File: src/common/rcam_pkg.sv
// Package for the regulator configuration and analog mux register bank
package rcam_pkg;
	localparam int unsigned DATA_W = 16;
	localparam int unsigned NUM_REGS = 6;

	// Bit index of each regulator in the per-regulator vectors
	localparam int unsigned REG_BOOSTER = 5;
	localparam int unsigned REG_STEPDOWN_HI = 4;
	localparam int unsigned REG_STEPDOWN_LO = 2;
	localparam int unsigned REG_LINEAR_ONE = 1;
	localparam int unsigned REG_LINEAR_TWO = 0;

	// Register select codes on the register access port
	localparam logic SEL_REG_CONFIG = 1'b0;
	localparam logic SEL_ANALOG_MUX = 1'b1;

	// Field positions within the 16-bit register word
	// (word bit 15 carries frame bit 23, word bit 0 carries frame bit 8)
	localparam int unsigned BOOST_SLEW_HI = 15;
	localparam int unsigned BOOST_SLEW_LO = 14;
	localparam int unsigned ACTION_HI = 13;
	localparam int unsigned ACTION_LO = 8;
	localparam int unsigned LOWSIDE_HI = 4;
	localparam int unsigned LOWSIDE_LO = 3;
	localparam int unsigned HIGHSIDE_HI = 1;
	localparam int unsigned HIGHSIDE_LO = 0;
	localparam int unsigned RATIO_BIT = 5;
	localparam int unsigned CHANNEL_HI = 4;
	localparam int unsigned CHANNEL_LO = 0;

	// Bits that hold storage; all other positions read as zero
	localparam logic [15:0] CONFIG_MASK = 16'hFF1B;
	localparam logic [15:0] ANALOG_MUX_MASK = 16'h003F;

	// Fixed reset values
	localparam logic [1:0] LOWSIDE_RESET = 2'h3;
	localparam logic ZERO_BIT = 1'b0;
	localparam logic [1:0] ZERO_2 = 2'h0;
	localparam logic [4:0] ZERO_5 = 5'h00;
	localparam logic [5:0] ZERO_6 = 6'h00;
	localparam logic [15:0] ZERO_WORD = 16'h0000;

	// Regulator order in all per-regulator vectors:
	// 5 booster, 4..2 step-down one..three, 1 linear one, 0 linear two
	typedef struct packed {
		logic [1:0] booster_slew_select;
		logic [5:0] overtemp_action;
		logic [1:0] prereg_highside_drive;
	} rcam_otp_t;

	typedef struct packed {
		logic [1:0] booster_slew_select;
		logic [5:0] overtemp_action;
		logic [1:0] prereg_lowside_drive;
		logic [1:0] prereg_highside_drive;
	} rcam_config_t;

	typedef struct packed {
		logic divider_ratio;
		logic [4:0] analog_channel_select;
	} rcam_analog_channel_select_t;
endpackage

File: src/rcam_regs.sv
// Regulator slew, thermal shutdown action and analog mux register bank
`timescale 1ns/1ps

// Summary of operation
// - Two-bit booster slew field: 00 slowest through 11 fastest.
// - Booster overtemp bit: 0 shuts booster only, 1 adds deep failsafe.
// - Each step-down regulator has its own overtemp action bit, same meaning.
// - Linear one overtemp action bit: 0 shutdown only, 1 adds deep failsafe.
// - Linear two overtemp action bit: 0 shutdown only, 1 adds deep failsafe.
// - Pre-regulator low-side drive field, two bits, resets to binary 11.
// - Pre-regulator high-side drive field, two bits, four drive strengths.
// - Mux divider ratio bit selects the low or high input attenuation.
module rcam_regs
(
	input wire logic core_clk_in,
	input wire logic rst_in,
	input wire logic ce_in,
	input wire rcam_pkg::rcam_otp_t otp_defaults_in,
	input wire logic reg_sel_in,
	input wire logic wr_en_in,
	input wire logic [15:0] wr_data_in,
	input wire logic rd_en_in,
	input wire logic [rcam_pkg::NUM_REGS-1:0] thermal_shutdown_in,
	output rcam_pkg::rcam_config_t config_out,
	output rcam_pkg::rcam_analog_channel_select_t analog_channel_select_out,
	output logic [15:0] rd_data_out,
	output logic [rcam_pkg::NUM_REGS-1:0] regulator_shutdown_out,
	output logic deep_failsafe_state_req_out
);
	// Stored register contents; word bit k carries frame bit k + 8
	rcam_pkg::rcam_config_t config_q;
	rcam_pkg::rcam_config_t config_d;
	rcam_pkg::rcam_analog_channel_select_t analog_channel_select_q;
	rcam_pkg::rcam_analog_channel_select_t analog_channel_select_d;

	// Read holding register and the two assembled read words
	logic [15:0] rd_data_q;
	logic [15:0] rd_data_d;
	logic [15:0] cfg_rd;
	logic [15:0] mux_rd;

	// Overtemperature path
	logic [rcam_pkg::NUM_REGS-1:0] shutdown_q;
	logic [rcam_pkg::NUM_REGS-1:0] escalate;
	logic failsafe_q;
	logic failsafe_d;

	// Access decode; a read and a write may share one edge
	wire sel_config = (reg_sel_in == rcam_pkg::SEL_REG_CONFIG);
	wire sel_analog_channel_select = (reg_sel_in == rcam_pkg::SEL_ANALOG_MUX);
	wire wr_config = wr_en_in && sel_config;
	wire wr_analog_channel_select = wr_en_in && sel_analog_channel_select;
	wire rd_config = rd_en_in && sel_config;
	wire rd_analog_channel_select = rd_en_in && sel_analog_channel_select;

	// Reserved bits are dropped on write so a careless host cannot set them
	// No error is flagged for them; they simply read back as zero
	wire [15:0] cfg_wr = wr_data_in & rcam_pkg::CONFIG_MASK;
	wire [15:0] mux_wr = wr_data_in & rcam_pkg::ANALOG_MUX_MASK;

	// Field slices of the incoming word
	wire [1:0] wr_slew =
		cfg_wr[rcam_pkg::BOOST_SLEW_HI:rcam_pkg::BOOST_SLEW_LO];
	wire [5:0] wr_action =
		cfg_wr[rcam_pkg::ACTION_HI:rcam_pkg::ACTION_LO];
	wire [1:0] wr_lowside =
		cfg_wr[rcam_pkg::LOWSIDE_HI:rcam_pkg::LOWSIDE_LO];
	wire [1:0] wr_highside =
		cfg_wr[rcam_pkg::HIGHSIDE_HI:rcam_pkg::HIGHSIDE_LO];
	wire wr_ratio = mux_wr[rcam_pkg::RATIO_BIT];
	wire [4:0] wr_channel =
		mux_wr[rcam_pkg::CHANNEL_HI:rcam_pkg::CHANNEL_LO];

	// Code 10 of the low-side drive has no defined strength; it is kept as
	// written so a read shows exactly what the host sent
	assign config_d = wr_config ? rcam_pkg::rcam_config_t'{
		booster_slew_select: wr_slew,
		overtemp_action: wr_action,
		prereg_lowside_drive: wr_lowside,
		prereg_highside_drive: wr_highside
	} : config_q;

	// Channel and ratio keep their code until the next mux write
	assign analog_channel_select_d = wr_analog_channel_select ? rcam_pkg::rcam_analog_channel_select_t'{
		divider_ratio: wr_ratio,
		analog_channel_select: wr_channel
	} : analog_channel_select_q;

	// Readback assembles fields in place; every other bit is zero
	always_comb
	begin
		cfg_rd = rcam_pkg::ZERO_WORD;
		cfg_rd[rcam_pkg::BOOST_SLEW_HI:rcam_pkg::BOOST_SLEW_LO] =
			config_q.booster_slew_select;
		cfg_rd[rcam_pkg::ACTION_HI:rcam_pkg::ACTION_LO] =
			config_q.overtemp_action;
		cfg_rd[rcam_pkg::LOWSIDE_HI:rcam_pkg::LOWSIDE_LO] =
			config_q.prereg_lowside_drive;
		cfg_rd[rcam_pkg::HIGHSIDE_HI:rcam_pkg::HIGHSIDE_LO] =
			config_q.prereg_highside_drive;
	end

	always_comb
	begin
		mux_rd = rcam_pkg::ZERO_WORD;
		mux_rd[rcam_pkg::RATIO_BIT] = analog_channel_select_q.divider_ratio;
		mux_rd[rcam_pkg::CHANNEL_HI:rcam_pkg::CHANNEL_LO] =
			analog_channel_select_q.analog_channel_select;
	end

	// Reads take the stored contents, so a write on the same edge is
	// seen only by the next read
	assign rd_data_d = rd_config ? cfg_rd :
		rd_analog_channel_select ? mux_rd : rd_data_q;

	// Per regulator: overtemp always shuts it down, escalation only if chosen
	genvar g;
	generate
		for (g = 0; g < rcam_pkg::NUM_REGS; g++)
		begin : g_reg
			assign escalate[g] = thermal_shutdown_in[g] &&
				config_q.overtemp_action[g];
		end
	endgenerate

	// Named escalation sources, one per regulator group
	wire esc_booster = escalate[rcam_pkg::REG_BOOSTER];
	wire esc_stepdown = |escalate[rcam_pkg::REG_STEPDOWN_HI:
		rcam_pkg::REG_STEPDOWN_LO];
	wire esc_linear_one = escalate[rcam_pkg::REG_LINEAR_ONE];
	wire esc_linear_two = escalate[rcam_pkg::REG_LINEAR_TWO];

	// The request is a level: it drops one cycle after the last cause
	// clears, so the main state machine has to latch it on its own side
	assign failsafe_d = esc_booster || esc_stepdown ||
		esc_linear_one || esc_linear_two;

	// Sync reset acts even with the clock enable low; OTP defaults are
	// sampled only here, so a later change on those pins has no effect
	always_ff @(posedge core_clk_in)
	begin
		if (rst_in)
		begin
			config_q.booster_slew_select <=
				otp_defaults_in.booster_slew_select;
			config_q.overtemp_action <= otp_defaults_in.overtemp_action;
			config_q.prereg_lowside_drive <= rcam_pkg::LOWSIDE_RESET;
			config_q.prereg_highside_drive <=
				otp_defaults_in.prereg_highside_drive;
		end
		else if (ce_in)
		begin
			config_q <= config_d;
		end
	end

	// Mux register has fixed zero reset values
	always_ff @(posedge core_clk_in)
	begin
		if (rst_in)
		begin
			analog_channel_select_q.divider_ratio <= rcam_pkg::ZERO_BIT;
			analog_channel_select_q.analog_channel_select <= rcam_pkg::ZERO_5;
		end
		else if (ce_in)
		begin
			analog_channel_select_q <= analog_channel_select_d;
		end
	end

	// Read data holds until the next read so the host may fetch it late
	always_ff @(posedge core_clk_in)
	begin
		if (rst_in)
		begin
			rd_data_q <= rcam_pkg::ZERO_WORD;
		end
		else if (ce_in)
		begin
			rd_data_q <= rd_data_d;
		end
	end

	// Shutdown follows the overtemp inputs one cycle later, whatever the
	// action bits say
	always_ff @(posedge core_clk_in)
	begin
		if (rst_in)
		begin
			shutdown_q <= rcam_pkg::ZERO_6;
		end
		else if (ce_in)
		begin
			shutdown_q <= thermal_shutdown_in;
		end
	end

	// Escalation request freezes with the clock enable like all other state
	always_ff @(posedge core_clk_in)
	begin
		if (rst_in)
		begin
			failsafe_q <= rcam_pkg::ZERO_BIT;
		end
		else if (ce_in)
		begin
			failsafe_q <= failsafe_d;
		end
	end

	// Every output comes straight from its flip-flop
	assign config_out = config_q;
	assign analog_channel_select_out = analog_channel_select_q;
	assign rd_data_out = rd_data_q;
	assign regulator_shutdown_out = shutdown_q;
	assign deep_failsafe_state_req_out = failsafe_q;
endmodule

File: config.mk
export PLATFORM = sky130hd
export DESIGN_NAME = rcam_regs
export DESIGN_NICKNAME = d
export VERILOG_FILES = /design/src/common/rcam_pkg.sv /design/src/rcam_regs.sv
export SDC_FILE = /design/constraint.sdc
export NUM_CORES = 1
export LEC_CHECK = 0
export BUFFER_PORTS_ARGS = -buffer_cell sky130_fd_sc_hd__clkbuf_2
export CAP_MARGIN = 25
export CORE_MARGIN = 5
export CORE_UTILIZATION = 25
export DETAILED_ROUTE_END_ITERATION = 8
export HOLD_SLACK_MARGIN = 0.12
export PLACE_DENSITY = 0.56
export SYNTH_ARGS = -nofsm -noshare
export SYNTH_HDL_FRONTEND = slang
export SYNTH_SLANG_ARGS = --single-unit
File: constraint.sdc
create_clock -name core_clk_in -period 3.1 [get_ports core_clk_in]
set_input_delay 0 -clock core_clk_in [delete_from_list [all_inputs] [get_ports core_clk_in]]
set_output_delay 0 -clock core_clk_in [all_outputs]
set_load 0.005 [all_outputs]
==> impl_metrics.csv <==
group,metric,value,unit
worst_setup_path,worst_path_max_delay_cell,"sky130_fd_sc_hd__dlygate4sd3_1",
die,rows,29,
clocking,worst_setup_hold_path_clk_slew,80,ps
worst_setup_path,critical_path.startpoint_type,"input pin",
die,chipWidth,89.60,µm
yosys,syn_area_per_cell,10.92,µm²
clocking,cts.htree.levels,2,
pwr,vdd_drop_max,0.0002482,V
timing,timing.slew.headroom,0.4142,
die,die-area,0.008028,mm²
timing,final_min_period_over_clock_period,0.5299,
final_layout,final_net_count,284,
clocking,ctsLongestPathBuffers,2,
die,core_region_area,0.006241,mm²
drt,detailroute.via_count,1429,
timing,fin_skew,6.447,ps
yosys,syn_inst,145,
final_layout,final_cell_mix,"74 x sky130_fd_sc_hd__clkbuf_2, 31 x sky130_fd_sc_hd__dlygate4sd3_1, 29 x sky130_fd_sc_hd__dfxtp_1, 19 x sky130_fd_sc_hd__nor2_1, 16 x sky130_fd_sc_hd__mux2i_1",
grt,first_global_vias,1412,
grt,grt_antenna_before_repair,0,
worst_setup_path,timing.critical_path.fanout_max,10,
worst_setup_path,cp_most_frequent_cell,"sky130_fd_sc_hd__dlygate4sd3_1",
outcome,outcome,"finished clean",
clocking,post_cts.repair.setup_buffers,0,
yosys,yosys_register_bits,39,
worst_setup_path,worst_ep_arrival_time,1680,ps
die,die_height,89.60,µm
worst_setup_path,path_class,"input pin to register",
worst_setup_path,critical_path.max_stage_delay,540,ps
yosys,synthTopCellsByArea,"sky130_fd_sc_hd__dfxtp_1 37%, sky130_fd_sc_hd__edfxtp_1 19%, sky130_fd_sc_hd__mux2i_1 10%",
final_layout,area.growth.synth_to_final,52.37,%
yosys,synth_area_leader_cell,"sky130_fd_sc_hd__dfxtp_1",
die,initial_utilization,0.2538,
clocking,clock_tree.root_cell,"sky130_fd_sc_hd__clkbuf_8",
worst_setup_path,setup.worst_path.end_class,"register",
final_layout,antennaDiodeCount,0,
drt,drc_errors,0,
drt,number_of_detailed_routing_iterations_run_before_antenna_repair,2,
placed_design,place_ws,1531,ps
die,io_pins,79,
clocking,cts_tree,"built",
timing,final_hold_viol_count,0,
grt,grt-ovfl-total,0,
drt,drtIter0Drc,45,
timing,layout_setup_ws,1457,ps
worst_setup_path,critical_path_cell_by_cell,"dlygate4sd3_1, clkbuf_2, nand3b_4, nor2_4, a22o_1, dlygate4sd3_1",
placed_design,finalWeightedCongestion,0.7200,
timing,unrepaired_setup_endpoints_after_global_routing,"no",
pwr,power_leakage,1.127,nW
yosys,yosysTopAreaCellShare,0.3665,
yosys,synth.yosys.seq_area_share,0.5561,
placed_design,numPlacedInstances,285,
placed_design,io_buffer_count,74,
final_layout,mostFrequentLayoutCell,"sky130_fd_sc_hd__clkbuf_2",
final_layout,final.fill_count,633,
worst_setup_path,timing.critical_path.required,3140,ps
drt,finalWirelength,4484,µm
placed_design,hpwl,2961,µm
timing,setup-tns-final,0,ps
yosys,synth.distinct_cells,25,
timing,post-route-min-period,1643,ps
clocking,worstSkewPairLatency,290,ps
drt,postRouteAntennaNets,0,
clocking,cts_made_buffers,5,
grt,global_route_wire_length_before_repair,7093,µm
final_layout,post_route_cells_drive_above_1_share,0.3441,
clocking,clkSinkCount,39,
pwr,design_power_total,0.001178,W
timing,fmax,0.6087,GHz
yosys,yosysWarningCount,0,
grt,grt_usage,0.1185,
worst_setup_path,worst-path-buf-inv,3,
final_layout,instances_no_fill,324,
timing,worst-slew-pin-transition,878.7,ps
worst_setup_path,cell_type_group_with_the_largest_total_delay_on_the_critical_path,"buffers and inverters",
run,drv_cap,0,
yosys,netlist_area,0.001584,mm²
pwr,power.density_cell_area,488.2,mW/mm²
worst_hold_path,worst_hold_path_type,"input pin to register",
timing,report.final.setup_viol,0,
drt,routedWlPerCell,13.84,µm
grt,grt_start_max_net_pins,42,
timing,slew_violations,0,
drt,vias_per_cell,4.410,
## per-layer routing
| layer | vias to the layer above | global-route usage | share of wire | wire length [µm] |
|---|---|---|---|---|
| met4 | 0 | 0.04465 | 0.0098 | 44 |
| met5 | - | 0 | 0 | 0 |
| met1 | 659 | 0.1455 | 0.42 | 1903 |
| met3 | 6 | 0.03558 | 0.066 | 295 |
| met2 | 45 | 0.1955 | 0.50 | 2241 |
| li1 | 719 | - | - | - |
## Yosys cell counts, drive strengths merged
master and instances:
buf 6, a22o 11, a21oi 10, a211oi 4, a22oi 1, clkbuf 6, inv 2, a211o 2
and2 1, edfxtp 10, mux2i 16, nand2 11, a311oi 1, nand3b 9, nand2b 1, conb 1
dfxtp 29, a221oi 1, nor2 20, nand3 3
## cell type report
cell class / instances / area (µm²) / area share
sequential: 39 / 880.8 / 0.3650
clock buffer: 6 / 82.58 / 0.03421
multi-input combinational: 93 / 630.6 / 0.2613
clock inverter: 2 / 35.03 / 0.01452
inverter: 2 / 7.507 / 0.003110
timing repair buffer: 105 / 680.7 / 0.2820
tap: 77 / 96.34 / 0.03992
## sequential cells by signal (all words and copies together), names as in the netlist
register and count:
analog_channel_select_out 6, config_out 12, deep_failsafe_state_req_out 1, rd_data_out 14, regulator_shutdown_out 6
## repair_timing
action / in CTS / in global routing
gates resized for setup: 0 / 0
hold endpoints to repair: 25 / 0
hold buffers: 31 / 0
## cells by family after synthesis
group	count (synthesis)	synth area share
and+or+nand+nor	45	0.1540
DFF	39	0.5561
AOI/OAI and AO/OA	30	0.1382
muxes	16	0.1011
buffers and inverters	14	0.04818
other	1	0.002367
## power breakdown
| part | total [W] | switching [W] | leakage (nW) | internal [W] |
|---|---|---|---|---|
| sequential | 0.000578 | 0.0000233 | 0.336 | 0.000555 |
| combinational | 0.000162 | 0.0000713 | 0.729 | 0.0000907 |
| clock | 0.000438 | 0.000178 | 0.0612 | 0.000260 |
## metrics by stage
| step | cell area (µm²) | util | hold WS, ps |
|---|---|---|---|
| floorplan | 1588 | - | 143.9 |
| global placement | 1986 | 0.3182 | 235.0 |
| detailed placement | 1986 | 0.3182 | 243.0 |
| CTS | 2414 | 0.3867 | 234.7 |
| global route | 2414 | 0.3867 | 259.5 |
| finish | 2414 | 0.3867 | 243.9 |
## worst min-delay path, stage by stage
cell and delay, ps:
sky130_fd_sc_hd__clkbuf_2 270, sky130_fd_sc_hd__nor2_1 160, sky130_fd_sc_hd__a311oi_1 50
## worst paths after layout
kind                               startpoint                                        to  slack, ps  cells past startpoint
hold / removal                          ce_in  deep_failsafe_state_req_out$_SDFFE_PP0P_        240                      3
hold reg to reg   rd_data_out[9]$_SDFFE_PP0P_               rd_data_out[9]$_SDFFE_PP0P_        450                      2
setup / recovery                     wr_en_in                   config_out[4]$_DFFE_PP_       1460                      6
setup reg to reg      config_out[8]$_DFFE_PP_  deep_failsafe_state_req_out$_SDFFE_PP0P_       1900                      3
Power figures use the tool's default switching activity.
